### src/inc/pse_cmd_defines.svh
// constants for the quad push-button command block
`ifndef PSE_CMD_DEFINES_SVH
`define PSE_CMD_DEFINES_SVH

// command codes of the three write-only registers
`define RESTART_CMD_CODE    8'h18
`define POWER_CMD_CODE      8'h19
`define RESET_CMD_CODE      8'h1a

// field positions in the restart and power registers
`define HI_NIBBLE_LSB       4
`define LO_NIBBLE_LSB       0

// field positions in the reset register
`define CLEAR_ALL_BIT       7
`define RELEASE_IRQ_BIT     6
`define QUAD_RESET_BIT      4
`define CHAN_RESET_LSB      0

// reset and read-back values
`define CMD_REG_RESET       8'h00
`define READ_BACK_VALUE     8'h00

// settling time after a channel turn-off
`define SETTLE_TIME_MS      5
`define CLK_FREQ_KHZ        100000
`define SETTLE_CYCLES       (`SETTLE_TIME_MS * `CLK_FREQ_KHZ)

`endif

### src/inc/pse_cmd_pkg.sv
// types shared by the push-button command block
package pse_cmd_pkg;

    typedef enum logic [1:0] {
        MODE_OFF    = 2'b00,
        MODE_MANUAL = 2'b01,
        MODE_SEMI   = 2'b10,
        MODE_AUTO   = 2'b11
    } op_mode_t;

    typedef enum logic [1:0] {
        CH_IDLE       = 2'b00,
        CH_WAIT_START = 2'b01,
        CH_WAIT_DONE  = 2'b10
    } chan_state_t;

endpackage

### src/settle_timer.sv
// countdown that marks a channel's register clearing as still settling
`timescale 1ns/1ps
`include "pse_cmd_defines.svh"

module settle_timer #(
    parameter int CYCLES = `SETTLE_CYCLES
) (
    input  wire logic core_clk,  // core clock
    input  wire logic reset_n,   // async reset, active low
    input  wire logic start,     // one-cycle pulse, restarts the count
    output logic      busy       // high for CYCLES cycles after start
);
    localparam int W = $clog2(CYCLES + 1);
    localparam logic [W-1:0] LOAD = W'(CYCLES);

    logic [W-1:0] cnt_ff;
    logic         busy_ff;
    wire  [W-1:0] nxt_cnt;

    assign nxt_cnt = start ? LOAD :
                     (cnt_ff != '0) ? cnt_ff - W'(1) : '0;

    always_ff @(posedge core_clk or negedge reset_n) begin
        if (!reset_n) begin
            cnt_ff  <= '0;
            busy_ff <= 1'b0;
        end else begin
            cnt_ff  <= nxt_cnt;
            busy_ff <= (nxt_cnt != '0);
        end
    end

    assign busy = busy_ff;

endmodule // settle_timer

### src/pse_channel_pushbutton_cmds.sv
// push-button command registers of one quad of four power channels
//
// Operation
// - restart register: high nibble restarts class, low nibble detect
// - power register: high nibble off, low nibble on; no on in off mode
// - off and on for one channel in one write turns it off
// - fault cool-down or disconnect blocks and drops any power-on request
// - manual mode: power-on turns the channel on at once
// - semi-auto: one turn-on attempt; bad result drops it till rewritten
// - semi-auto without both enables runs one full detect and class first
// - semi-auto both enables: request before class start powers after class
// - auto without both enables: request runs one cycle, powers if valid
// - auto with both enables: turn-on tried after every cycle, no request
// - power-off in any mode disables channel and clears its fields
// - clearing touches only the commanded channels
// - clearing may take up to 5 ms to settle
// - reset register bits are self-clearing; writing 0 does nothing
// - clear-all bit clears events, interrupt bits and releases irq line; code pulses clearAllEvents only, not releaseIrqLine
// - release bit frees irq line, events left untouched
// - quad soft reset returns registers to near power-up state
// - quad soft reset keeps the listed registers at prior values
// - quad soft reset acts on this quad's four channels only
// - channel reset bit forces that channel off in any mode
// - restart: manual runs one cycle, semi-auto sets enable bit
// - reading the restart register returns zero
// - restart during cool-down is kept and run when it ends
`timescale 1ns/1ps
`include "pse_cmd_defines.svh"

module pse_channel_pushbutton_cmds
    import pse_cmd_pkg::*;
#(
    parameter int NCH           = 4,
    parameter int SETTLE_CYCLES = `SETTLE_CYCLES
) (
    input  wire logic           core_clk,        // core clock, 100 MHz
    input  wire logic           reset_n,         // async reset, active low
    input  wire logic           wrStrobe,        // one-cycle register write
    input  wire logic [7:0]     wrCmd,           // command code of the write
    input  wire logic [7:0]     wrData,          // data byte of the write
    input  wire logic           rdStrobe,        // one-cycle register read
    input  wire logic [7:0]     rdCmd,           // command code of the read
    output logic      [7:0]     rdData,          // read data byte
    output logic                rdValid,         // read answer pulse
    input  wire logic [1:0]     opMode,          // operating mode of quad
    input  wire logic [NCH-1:0] discoverEnable,  // detect enable state
    input  wire logic [NCH-1:0] classifyEnable,  // class enable state
    input  wire logic [NCH-1:0] coolDown,        // fault cool-down running
    input  wire logic [NCH-1:0] disconnectEvt,   // disconnect event
    input  wire logic [NCH-1:0] classStart,      // class cycle begins, pulse
    input  wire logic [NCH-1:0] classDone,       // class cycle ends, pulse
    input  wire logic [NCH-1:0] classValid,      // class result valid
    input  wire logic [NCH-1:0] allocOk,         // power allocation suffices
    output logic      [NCH-1:0] channelOn,       // turn channel on, pulse
    output logic      [NCH-1:0] channelOff,      // turn off and clear, pulse
    output logic      [NCH-1:0] runDetect,       // single detect cycle, pulse
    output logic      [NCH-1:0] runClassify,     // single class cycle, pulse
    output logic      [NCH-1:0] setDiscoverEn,   // set detect enable, pulse
    output logic      [NCH-1:0] setClassifyEn,   // set class enable, pulse
    output logic      [NCH-1:0] cancelCoolDown,  // abort cool-down, pulse
    output logic      [NCH-1:0] clearSettling,   // clearing still settling
    output logic                clearAllEvents,  // clear events, pulse
    output logic                releaseIrqLine,  // release irq line, pulse
    output logic                quadSoftReset    // reset quad regs, pulse
);

    // ---------------- write decode ----------------
    wire                wrRestart;
    wire                wrPower;
    wire                wrReset;
    wire  [NCH-1:0]     classRestartBits;
    wire  [NCH-1:0]     discoveryRestartBits;
    wire  [NCH-1:0]     offBits;
    wire  [NCH-1:0]     onBits;
    wire  [NCH-1:0]     chanResetBits;
    wire                clearAllBit;
    wire                releaseBit;
    wire                quadResetBit;
    wire  [NCH-1:0]     offReq;
    wire  [NCH-1:0]     onReq;
    wire                modeOff;
    op_mode_t           mode;

    function automatic logic hit(input logic stb, input logic [7:0] cmd,
                                 input logic [7:0] code);
        hit = stb && (cmd == code);
    endfunction

    assign wrRestart = hit(wrStrobe, wrCmd, `RESTART_CMD_CODE);
    assign wrPower   = hit(wrStrobe, wrCmd, `POWER_CMD_CODE);
    assign wrReset   = hit(wrStrobe, wrCmd, `RESET_CMD_CODE);

    assign classRestartBits     = wrRestart ?
        wrData[`HI_NIBBLE_LSB +: NCH] : '0;
    assign discoveryRestartBits = wrRestart ?
        wrData[`LO_NIBBLE_LSB +: NCH] : '0;

    assign offBits = wrPower ? wrData[`HI_NIBBLE_LSB +: NCH] : '0;
    assign onBits  = wrPower ? wrData[`LO_NIBBLE_LSB +: NCH] : '0;

    assign chanResetBits = wrReset ? wrData[`CHAN_RESET_LSB +: NCH] : '0;
    assign clearAllBit   = wrReset && wrData[`CLEAR_ALL_BIT];
    assign releaseBit    = wrReset && wrData[`RELEASE_IRQ_BIT];
    assign quadResetBit  = wrReset && wrData[`QUAD_RESET_BIT];

    assign mode    = op_mode_t'(opMode);
    assign modeOff = (mode == MODE_OFF);

    // channel reset forces off; quad reset hits all four
    assign offReq = offBits | chanResetBits | {NCH{quadResetBit}};
    // off beats on in one write; on ignored in off mode
    assign onReq  = onBits & ~offReq & {NCH{~modeOff}};

    // ---------------- quad-wide pulses ----------------
    logic       clearAll_ff;
    logic       release_ff;
    logic       quadReset_ff;
    logic [7:0] rdData_ff;
    logic       rdValid_ff;
    wire        rdOurs;

    // all three command registers read back as zero
    assign rdOurs = hit(rdStrobe, rdCmd, `RESTART_CMD_CODE) ||
                    hit(rdStrobe, rdCmd, `POWER_CMD_CODE) ||
                    hit(rdStrobe, rdCmd, `RESET_CMD_CODE);

    always_ff @(posedge core_clk or negedge reset_n) begin
        if (!reset_n) begin
            clearAll_ff  <= 1'b0;
            release_ff   <= 1'b0;
            quadReset_ff <= 1'b0;
            rdData_ff    <= `CMD_REG_RESET;
            rdValid_ff   <= 1'b0;
        end else begin
            // clear every event and interrupt bit
            clearAll_ff  <= clearAllBit;
            release_ff   <= releaseBit;
            // quad register reset; kept regs outside this block
            quadReset_ff <= quadResetBit;
            rdData_ff    <= `READ_BACK_VALUE;
            rdValid_ff   <= rdOurs;
        end
    end

    assign clearAllEvents = clearAll_ff;
    assign releaseIrqLine = release_ff;
    assign quadSoftReset  = quadReset_ff;
    assign rdData         = rdData_ff;
    assign rdValid        = rdValid_ff;

    // ---------------- per-channel control ----------------
    logic [NCH-1:0] on_ff;
    logic [NCH-1:0] off_ff;
    logic [NCH-1:0] runDet_ff;
    logic [NCH-1:0] runCls_ff;
    logic [NCH-1:0] setDet_ff;
    logic [NCH-1:0] setCls_ff;
    logic [NCH-1:0] cancel_ff;

    genvar i;
    generate
        for (i = 0; i < NCH; i++) begin : g_ch
            chan_state_t state_ff;
            chan_state_t nxt_state;
            logic        pendDet_ff;
            logic        pendCls_ff;
            logic        nxt_pendDet;
            logic        nxt_pendCls;
            logic        nxt_on;
            logic        nxt_runDet;
            logic        nxt_runCls;
            logic        nxt_setDet;
            logic        nxt_setCls;
            wire         blocked;
            wire         bothEn;
            wire         goodResult;

            assign blocked    = coolDown[i] | disconnectEvt[i];
            assign bothEn     = discoverEnable[i] & classifyEnable[i];
            // allocation sampled only at class completion
            assign goodResult = classDone[i] & classValid[i] & allocOk[i];

            always_comb begin
                nxt_state   = state_ff;
                nxt_on      = 1'b0;
                nxt_runDet  = 1'b0;
                nxt_runCls  = 1'b0;
                nxt_setDet  = 1'b0;
                nxt_setCls  = 1'b0;
                nxt_pendDet = pendDet_ff | discoveryRestartBits[i];
                nxt_pendCls = pendCls_ff | classRestartBits[i];
                if (offReq[i]) begin
                    // off drops any pending attempt or restart
                    nxt_state   = CH_IDLE;
                    nxt_pendDet = 1'b0;
                    nxt_pendCls = 1'b0;
                end else begin
                    case (state_ff)
                        CH_IDLE: begin
                            if (onReq[i] && !blocked) begin
                                case (mode)
                                    MODE_MANUAL: begin
                                        nxt_on = 1'b1;
                                    end
                                    MODE_SEMI: begin
                                        nxt_runDet = ~bothEn;
                                        nxt_runCls = ~bothEn;
                                        nxt_state  = CH_WAIT_START;
                                    end
                                    MODE_AUTO: begin
                                        if (!bothEn) begin
                                            nxt_runDet = 1'b1;
                                            nxt_runCls = 1'b1;
                                            nxt_state  = CH_WAIT_START;
                                        end
                                    end
                                    default: begin
                                        nxt_state = CH_IDLE;
                                    end
                                endcase
                            end
                            if (mode == MODE_AUTO && bothEn && goodResult &&
                                !blocked) begin
                                nxt_on = 1'b1;
                            end
                        end
                        CH_WAIT_START: begin
                            // fault or change to off mode abandons attempt
                            if (blocked || modeOff) begin
                                nxt_state = CH_IDLE;
                            end else if (classStart[i]) begin
                                nxt_state = CH_WAIT_DONE;
                            end
                        end
                        CH_WAIT_DONE: begin
                            if (blocked || modeOff) begin
                                nxt_state = CH_IDLE;
                            end else if (classDone[i]) begin
                                // one attempt only, bad result drops it
                                nxt_on    = goodResult;
                                nxt_state = CH_IDLE;
                            end
                        end
                        default: begin
                            nxt_state = CH_IDLE;
                        end
                    endcase
                    // restart held until cool-down is over
                    if (!coolDown[i] && (nxt_pendDet || nxt_pendCls)) begin
                        // manual runs a cycle, semi-auto and auto set enable, off does neither
                        if (mode == MODE_MANUAL) begin
                            nxt_runDet = nxt_runDet | nxt_pendDet;
                            nxt_runCls = nxt_runCls | nxt_pendCls;
                        end else if (!modeOff) begin
                            nxt_setDet = nxt_pendDet;
                            nxt_setCls = nxt_pendCls;
                        end
                        nxt_pendDet = 1'b0;
                        nxt_pendCls = 1'b0;
                    end
                end
            end

            always_ff @(posedge core_clk or negedge reset_n) begin
                if (!reset_n) begin
                    state_ff     <= CH_IDLE;
                    pendDet_ff   <= 1'b0;
                    pendCls_ff   <= 1'b0;
                    on_ff[i]     <= 1'b0;
                    off_ff[i]    <= 1'b0;
                    runDet_ff[i] <= 1'b0;
                    runCls_ff[i] <= 1'b0;
                    setDet_ff[i] <= 1'b0;
                    setCls_ff[i] <= 1'b0;
                    cancel_ff[i] <= 1'b0;
                end else begin
                    state_ff     <= nxt_state;
                    pendDet_ff   <= nxt_pendDet;
                    pendCls_ff   <= nxt_pendCls;
                    on_ff[i]     <= nxt_on;
                    off_ff[i]    <= offReq[i];
                    runDet_ff[i] <= nxt_runDet;
                    runCls_ff[i] <= nxt_runCls;
                    setDet_ff[i] <= nxt_setDet;
                    setCls_ff[i] <= nxt_setCls;
                    // channel reset also aborts a running cool-down
                    cancel_ff[i] <= chanResetBits[i] | quadResetBit;
                end
            end

            settle_timer #(
                .CYCLES (SETTLE_CYCLES)
            ) u_settle (
                .core_clk (core_clk),
                .reset_n  (reset_n),
                .start    (offReq[i]),
                .busy     (clearSettling[i])
            );
        end
    endgenerate

    assign channelOn      = on_ff;
    assign channelOff     = off_ff;
    assign runDetect      = runDet_ff;
    assign runClassify    = runCls_ff;
    assign setDiscoverEn  = setDet_ff;
    assign setClassifyEn  = setCls_ff;
    assign cancelCoolDown = cancel_ff;

endmodule // pse_channel_pushbutton_cmds

### config.mk
export PLATFORM = sky130hd
export DESIGN_NAME = pse_channel_pushbutton_cmds
export DESIGN_NICKNAME = d
export VERILOG_FILES = /design/src/inc/pse_cmd_pkg.sv /design/src/settle_timer.sv /design/src/pse_channel_pushbutton_cmds.sv
export VERILOG_INCLUDE_DIRS = /design/src /design/src/inc
export SDC_FILE = /design/constraint.sdc
export NUM_CORES = 1
export LEC_CHECK = 0
export CAP_MARGIN = 20
export CELL_PAD_IN_SITES_DETAIL_PLACEMENT = 1
export CELL_PAD_IN_SITES_GLOBAL_PLACEMENT = 1
export CORE_MARGIN = 4
export CORE_UTILIZATION = 45
export CTS_CLUSTER_SIZE = 16
export DETAILED_ROUTE_END_ITERATION = 7
export DONT_BUFFER_PORTS = 1
export PLACE_DENSITY_LB_ADDON = 0.25
export RECOVER_POWER = 100
export SLEW_MARGIN = 20
export SYNTH_ARGS = -nofsm -noshare
export SYNTH_HDL_FRONTEND = slang
export SYNTH_SLANG_ARGS = --single-unit
export TNS_END_PERCENT = 5
### constraint.sdc
create_clock -name core_clk -period 3.8 [get_ports core_clk]
set_input_delay 0.76 -clock core_clk [delete_from_list [all_inputs] [get_ports core_clk]]
set_output_delay 0.76 -clock core_clk [all_outputs]
set_load 0.02 [all_outputs]
==> out/metrics.cfg, run 1 <==
[finish]
final_area_mm2 = 0.007485
syn_to_final_growth_pct = 8.744
fin_util = 0.5073
fin_nets = 805
drive_gt1_frac = 0.05749
diodes = 0
final_cells = 932

[floorplan]
dieWidth_um = 131.7
initial_core_util = 0.4665
io_pins = 106
die_h_um = 131.7
die-area_mm2 = 0.01734
fp-row-count = 44
core_area_mm2 = 0.01475

[worst_setup_path]
worstReg2RegStart = g_ch[0].u_settle.cnt_ff[3]$_DFF_PN0_
required_ns = 4.09
start_kind = register
r2r_end = g_ch[0].u_settle.cnt_ff[12]$_DFF_PN0_
r2r_slack_ns = 0.75
crit_start = g_ch[0].u_settle.cnt_ff[3]$_DFF_PN0_
crit_end = g_ch[0].u_settle.cnt_ff[12]$_DFF_PN0_
path_max_fanout = 12
critPathKind = register to register
cp.arrival_ns = 3.34
rr_worst_depth = 5
critPathCaptureType = register

[global_route]
grt_pass1_vias = 6038
gr-total-overflow = 0
grt_max_degree = 129
grtUsageTotal = 0.2186
grt_pass1_wl_mm = 31.12
antenna_found_initial = 0

[timing]
period_needed_ns = 3.050
fmax_mhz = 327.9
worst_slew_pin_slew_ns = 1.034
fin_crit_sh = 0.8026
drv_slew = 0
fin_tns_setup_ns = 0
setup-violations-final = 0
hold_viol = 0
rsz0062_at_grt = false
relSlewSlack = 0.3056
skew_ns = 0.01298

[synth]
synth.area.top_cells = dfrtp_1 47%, nor2_1 6.4%, xnor2_1 4.2%, nand2_1 3.3%, nor3_1 2.7%
synth-async-reset-ratio = 1.000
synth-edff-count = 0
ys_warn_count = 0
ys_ff_latch = 128
synth_largest_area_cell = dfrtp_1
synth_cells = 747
yosys.cell_count.top_type = dfrtp_1
synthFlopType = dfrtp_1
synth.avg_cell_area_um2 = 9.214
ys_seq_area_frac = 0.4654
synth_common_cells = 128 x dfrtp_1, 118 x nor2_1, 61 x nand2_1
synth.cell_area_mm2 = 0.006883
post_synth_num_cell_types = 71
yosysTopAreaCellShare = 0.4654

[cts]
cts_hold_buf = 0
clockRootBuffer = clkbuf_16
clk_latency_ns = 0.42
clock_path_buffers = 2
cts_tree = done
h-tree-depth = 4
cts_sinks = 128
clk_pin_slew_ns = 0.06
postCtsSetupRepairBufs = 0
cts_resized = 0
cts_made_buffers = 17

[pwr]
power.internal_uw = 2983
clockPowerShare = 0.377
switching_share = 0.3119
leakage_uw = 0.002860
peakVddDrop_mv = 0.3330
power_uw = 4336
sequentialPowerShare = 0.430
combPwrFrac = 0.193
power.density_mw_per_mm2 = 579.3
p_sw_uw = 1352

[placed_design]
dpl.hpwl_mm = 12.87
placed_cell_area_mm2 = 0.006932
place_inst = 900
portBuffers = 0
place.gp.congestion = 0.8938

[detailed_routing]
vias = 5621
drt-total-wl_mm = 18.35
vias_per_cell = 6.031
drtIter0Drc = 229
route.detailed.drc = 0
routedWlPerCell_um = 19.69
drtPass1Iterations = 4
ant_nets = 0

[job]
maxCapViolations = 0

[worst_hold_path]
hold_class = input pin to async pin

[outcome]
status = complete, no violations

==> power groups by stage <==
| stage | clock network, uW | logic [uW] | registers, uW |
|---|---|---|---|
| final | 1640 | 835 | 1860 |
| after global routing | 1750 | 947 | 1910 |
| after CTS | 1660 | 848 | 1860 |
| after detailed placement | 0 | 830 | 1880 |
| after global placement | 0 | 794 | 1870 |
| after floorplan | 0 | 808 | 1720 |
==> worst max-delay path, cell delays in order (launching register included) <==
cell and delay (ns):
dfrtp_1 0.44, nor3_1 0.83, nand3b_1 0.21, nor4_1 0.81
or2_1 0.50, nor2_1 0.11
==> final cells by class <==
| type | count | area [um2] |
|---|---|---|
| fill | 1710 | 7269 |
| tap | 184 | 230.2 |
| sequential | 128 | 3203 |
| timing repair buffer | 1 | 7.507 |
| inverter | 16 | 60.06 |
| multi-input combinational | 571 | 3400 |
| clock buffer | 26 | 479.2 |
| clock inverter | 6 | 105.1 |
==> worst min path at each step <==
stage                                       end  cells after the start  slack [ns]    start
finish                  quadSoftReset$_DFF_PN0_                      0        0.03  reset_n
global route         setDiscoverEn[0]$_DFF_PN0_                      0       0.008  reset_n
CTS                     quadSoftReset$_DFF_PN0_                      0        0.02  reset_n
detailed placement   setDiscoverEn[0]$_DFF_PN0_                      0        0.47  reset_n
global placement       runClassify[0]$_DFF_PN0_                      0        0.47  reset_n
floorplan           cancelCoolDown[0]$_DFF_PN0_                      0        0.46  reset_n
==> sequential cells by signal (all words and copies together), names as in the netlist <==
signal and count:
g_ch.u_settle.cnt_ff 76, g_ch.state_ff 8, cancelCoolDown 4, channelOff 4, channelOn 4, g_ch.pendCls_ff 4
g_ch.pendDet_ff 4, g_ch.u_settle.busy 4, runClassify 4, runDetect 4, setClassifyEn 4, setDiscoverEn 4
clearAllEvents 1, quadSoftReset 1, rdValid 1, releaseIrqLine 1
==> per-layer routing <==
layer  track usage  wire, um
met1        0.2744      8008
met2        0.3742      9358
met3       0.04855       645
met4       0.07410       340
met5             0         0
==> cells in the final DEF (no fill, tap or decap), types with 5 or more instances in the layout <==
| cell | netlist | layout |
|---|---|---|
| clkbuf_16 | 0 | 17 |
| xnor2_1 | 33 | 33 |
| inv_1 | 12 | 16 |
| or3_1 | 19 | 19 |
| nor3_1 | 37 | 39 |
| nand4b_1 | 12 | 12 |
| or4_1 | 7 | 8 |
| ha_1 | 8 | 8 |
| and3_1 | 9 | 9 |
| a21o_1 | 5 | 5 |
| mux2i_1 | 5 | 5 |
| nand4_1 | 7 | 7 |
| nand2_1 | 61 | 62 |
| dfrtp_1 | 128 | 128 |
| or4b_1 | 5 | 5 |
| nor4b_1 | 6 | 6 |
| clkbuf_1 | 18 | 7 |
| o31ai_1 | 6 | 6 |
| nand3_1 | 18 | 18 |
| xor2_1 | 21 | 21 |
| a21oi_1 | 31 | 31 |
| nor4_1 | 21 | 22 |
| nand3b_1 | 9 | 9 |
| conb_1 | 1 | 8 |
| nor2_1 | 118 | 118 |
| o21ai_0 | 20 | 33 |
| nor2b_1 | 7 | 7 |
==> through the flow <==
stage	setup WS, ns	hold slack (ns)
floorplan	1.115	0.4558
global placement	0.9435	0.4675
detailed placement	0.8147	0.4679
CTS	0.7951	0.01959
global route	0.4356	0.007877
finish	0.7500	0.03139
==> cells by family (layout without fill, tap and decap cells) <==
kind of cell / after synthesis / in the layout / synth area share
mux: 7 / 7 / 0.01054
other cells: 1 / 8 / 0.0005448
flops: 128 / 128 / 0.4654
buf+inv: 55 / 49 / 0.03999
fa+ha+maj: 8 / 8 / 0.01454
compound gates: 116 / 116 / 0.1058
xor+xnor: 54 / 54 / 0.06872
simple gates: 378 / 378 / 0.2945
Note: power is estimated with default switching activity, not from simulation.
==> run 2: changes to the inputs <==
--- a/config.mk
+++ b/config.mk
@@ -6,6 +6,7 @@
 export SDC_FILE = /design/constraint.sdc
 export NUM_CORES = 1
 export LEC_CHECK = 0
+export ABC_AREA = 1
 export CAP_MARGIN = 20
 export CELL_PAD_IN_SITES_DETAIL_PLACEMENT = 1
 export CELL_PAD_IN_SITES_GLOBAL_PLACEMENT = 1
==> constraint.sdc (replaced) <==
create_clock -name core_clk -period 3.1 [get_ports core_clk]
set_input_delay 0.62 -clock core_clk [delete_from_list [all_inputs] [get_ports core_clk]]
set_output_delay 0.62 -clock core_clk [all_outputs]
set_load 0.02 [all_outputs]
==> out/metrics.cfg, run 2 <==
[synth]
synth-async-reset-ratio = 1.000
yosysTopAreaCellShare = 0.4329
synth_largest_area_cell = dfrtp_1
synth_cells = 994
post_synth_num_cell_types = 47
synthFlopType = dfrtp_1
synth.avg_cell_area_um2 = 7.444
ys_ff_latch = 128
synth-edff-count = 0
synth.cell_area_mm2 = 0.007400
ys_seq_area_frac = 0.4329
ys_warn_count = 0
yosys.cell_count.top_type = nand2_1
synth_common_cells = 216 x nand2_1, 193 x nor2_1, 128 x dfrtp_1, 128 x inv_1, 87 x nand3_1
synth.area.top_cells = dfrtp_1 43%, nand2_1 11%, nor2_1 9.8%, inv_1 6.5%, nand3_1 5.9%

[detailed_routing]
drtPass1Iterations = 4
vias = 6436
drtIter0Drc = 256
ant_nets = 0
route.detailed.drc = 0
routedWlPerCell_um = 17.69
drt-total-wl_mm = 21.68
vias_per_cell = 5.250

[cts]
postCtsSetupRepairBufs = 0
cts_resized = 0
clk_latency_ns = 0.42
clk_pin_slew_ns = 0.05
clockRootBuffer = clkbuf_16
cts_tree = done
cts_sinks = 128
h-tree-depth = 4
clock_path_buffers = 2
cts_made_buffers = 17

[timing]
hold-worst-slack_ns = -0.1075
rsz0062_at_grt = false
drv_slew = 0
fin_tns_setup_ns = 0
period_needed_ns = 2.513
hold_viol = 128
setup-violations-final = 0
relSlewSlack = 0.4450
fin_crit_sh = 0.8108
worst_slew_pin_slew_ns = 0.8294
fmax_mhz = 397.9
skew_ns = 0.006020
setup_ws_ns = 0.5866

[worst_setup_path]
rr_worst_depth = 11
r2r_slack_ns = 0.79
critPathKind = input pin to register
critPathCaptureType = register
crit_end = g_ch[0].u_settle.busy$_DFF_PN0_
crit_start = wrCmd[6]
start_kind = input pin
worstReg2RegStart = g_ch[1].u_settle.cnt_ff[0]$_DFF_PN0_
required_ns = 3.40
path_max_fanout = 10
cp.arrival_ns = 2.81
r2r_end = g_ch[1].u_settle.busy$_DFF_PN0_

[finish]
largest_reg_flops = 76
layout_commonest_cell = nand2_1
syn_to_final_growth_pct = 8.894
fin_nets = 1069
diodes = 0
layout_common_cells = 218 x nand2_1, 197 x nor2_1, 130 x inv_1, 128 x dfrtp_1, 92 x nand3_1
drive_gt1_frac = 0.06436
reg_top3 = g_ch.u_settle.cnt_ff x76, g_ch.state_ff x8
fin_util = 0.5036
top_register = g_ch.u_settle.cnt_ff

[worst_hold_path]
hold_class = input pin to async pin

[pwr]
leakage_uw = 0.004022
peakVddDrop_mv = 0.4359
power_uw = 5597
power.density_mw_per_mm2 = 694.6

[floorplan]
dieWidth_um = 136.2
io_pins = 106
die-area_mm2 = 0.01856
fp-row-count = 46
initial_core_util = 0.4625
die_h_um = 136.2
core_area_mm2 = 0.01600

[global_route]
grt_pass1_wl_mm = 35.18
grt_pass1_vias = 6760
grt_max_degree = 129
gr-total-overflow = 0
grtUsageTotal = 0.2440
antenna_found_initial = 0

[job]
maxCapViolations = 0

[outcome]
violations = hold timing
status = finished with violations

[placed_design]
portBuffers = 0
pre_cts_ws_ns = 0.7779
place.gp.congestion = 0.8415
dpl.hpwl_mm = 16.08

run 2: cell types whose count changed after synthesis, sizes merged, moves of 12 or more:
cell,delta
nor2,+95
inv,+116
nand4,+22
xnor2,-20
clkbuf,-18
nand3,+75
or3,-21
nand2,+162
nor4,-20
nand4b,-12
nor3,-14
run 2: per-layer routing:
layer	GRT usage	wire, um
met3	0.06440	1197
met4	0.07391	405
met5	0	0
met2	0.4018	10470
met1	0.3159	9611
run 2: worst min path at each step:
| stage | startpoint | end | slack (ns) | depth (start not counted) |
|---|---|---|---|---|
| floorplan | reset_n | cancelCoolDown[0]$_DFF_PN0_ | 0.32 | 0 |
| global placement | reset_n | g_ch[3].u_settle.cnt_ff[4]$_DFF_PN0_ | 0.33 | 0 |
| detailed placement | reset_n | g_ch[3].u_settle.cnt_ff[6]$_DFF_PN0_ | 0.33 | 0 |
| CTS | reset_n | g_ch[3].u_settle.cnt_ff[6]$_DFF_PN0_ | -0.12 | 0 |
| global route | reset_n | cancelCoolDown[1]$_DFF_PN0_ | -0.13 | 0 |
| finish | reset_n | g_ch[3].u_settle.cnt_ff[6]$_DFF_PN0_ | -0.11 | 0 |
run 2: cell families after synthesis:
family,share of synthesized area
AO/OA/AOI/OAI,0.05698
XOR/XNOR,0.03314
adder cells (fa/ha/maj),0.01353
buffers and inverters,0.09131
flip-flops,0.4329
other,0.0005068
AND/OR/NAND/NOR,0.3717
run 2: final cells by class:
cell class,count,area (um2)
inverter,133,503.0
fill,2096,7943
clock inverter,5,100.1
tap,216,270.3
clock buffer,25,515.5
sequential,128,3203
multi-input combinational,719,3466
run 2: per-stage QoR:
stage | std cells | instance area [um2]
3_5_place_dp | 1196 | 7523
6_report | 1226 | 8058
5_1_grt | 1226 | 8058
4_1_cts | 1226 | 8139
2_1_floorplan | 1001 | 7426
3_3_place_gp | 1196 | 7523
run 2: power by group:
group | leakage (uW) | switching, uW | internal, uW
Sequential | 0.00153 | 305 | 1940
Combinational | 0.00219 | 808 | 445
Clock | 0.000305 | 715 | 1380
Total | 0.00402 | 1830 | 3770
run 2: worst max-delay path, stage by stage:
cell        delay (ns)
inv_1             0.05
nand2_2           0.05
nor2_1            0.51
nand3_1           0.42
o21ai_4           0.50
nor2_4            0.10
clkinvlp_2        0.23
o21ai_0           0.13
nor2_1            0.11
nand3_1           0.08
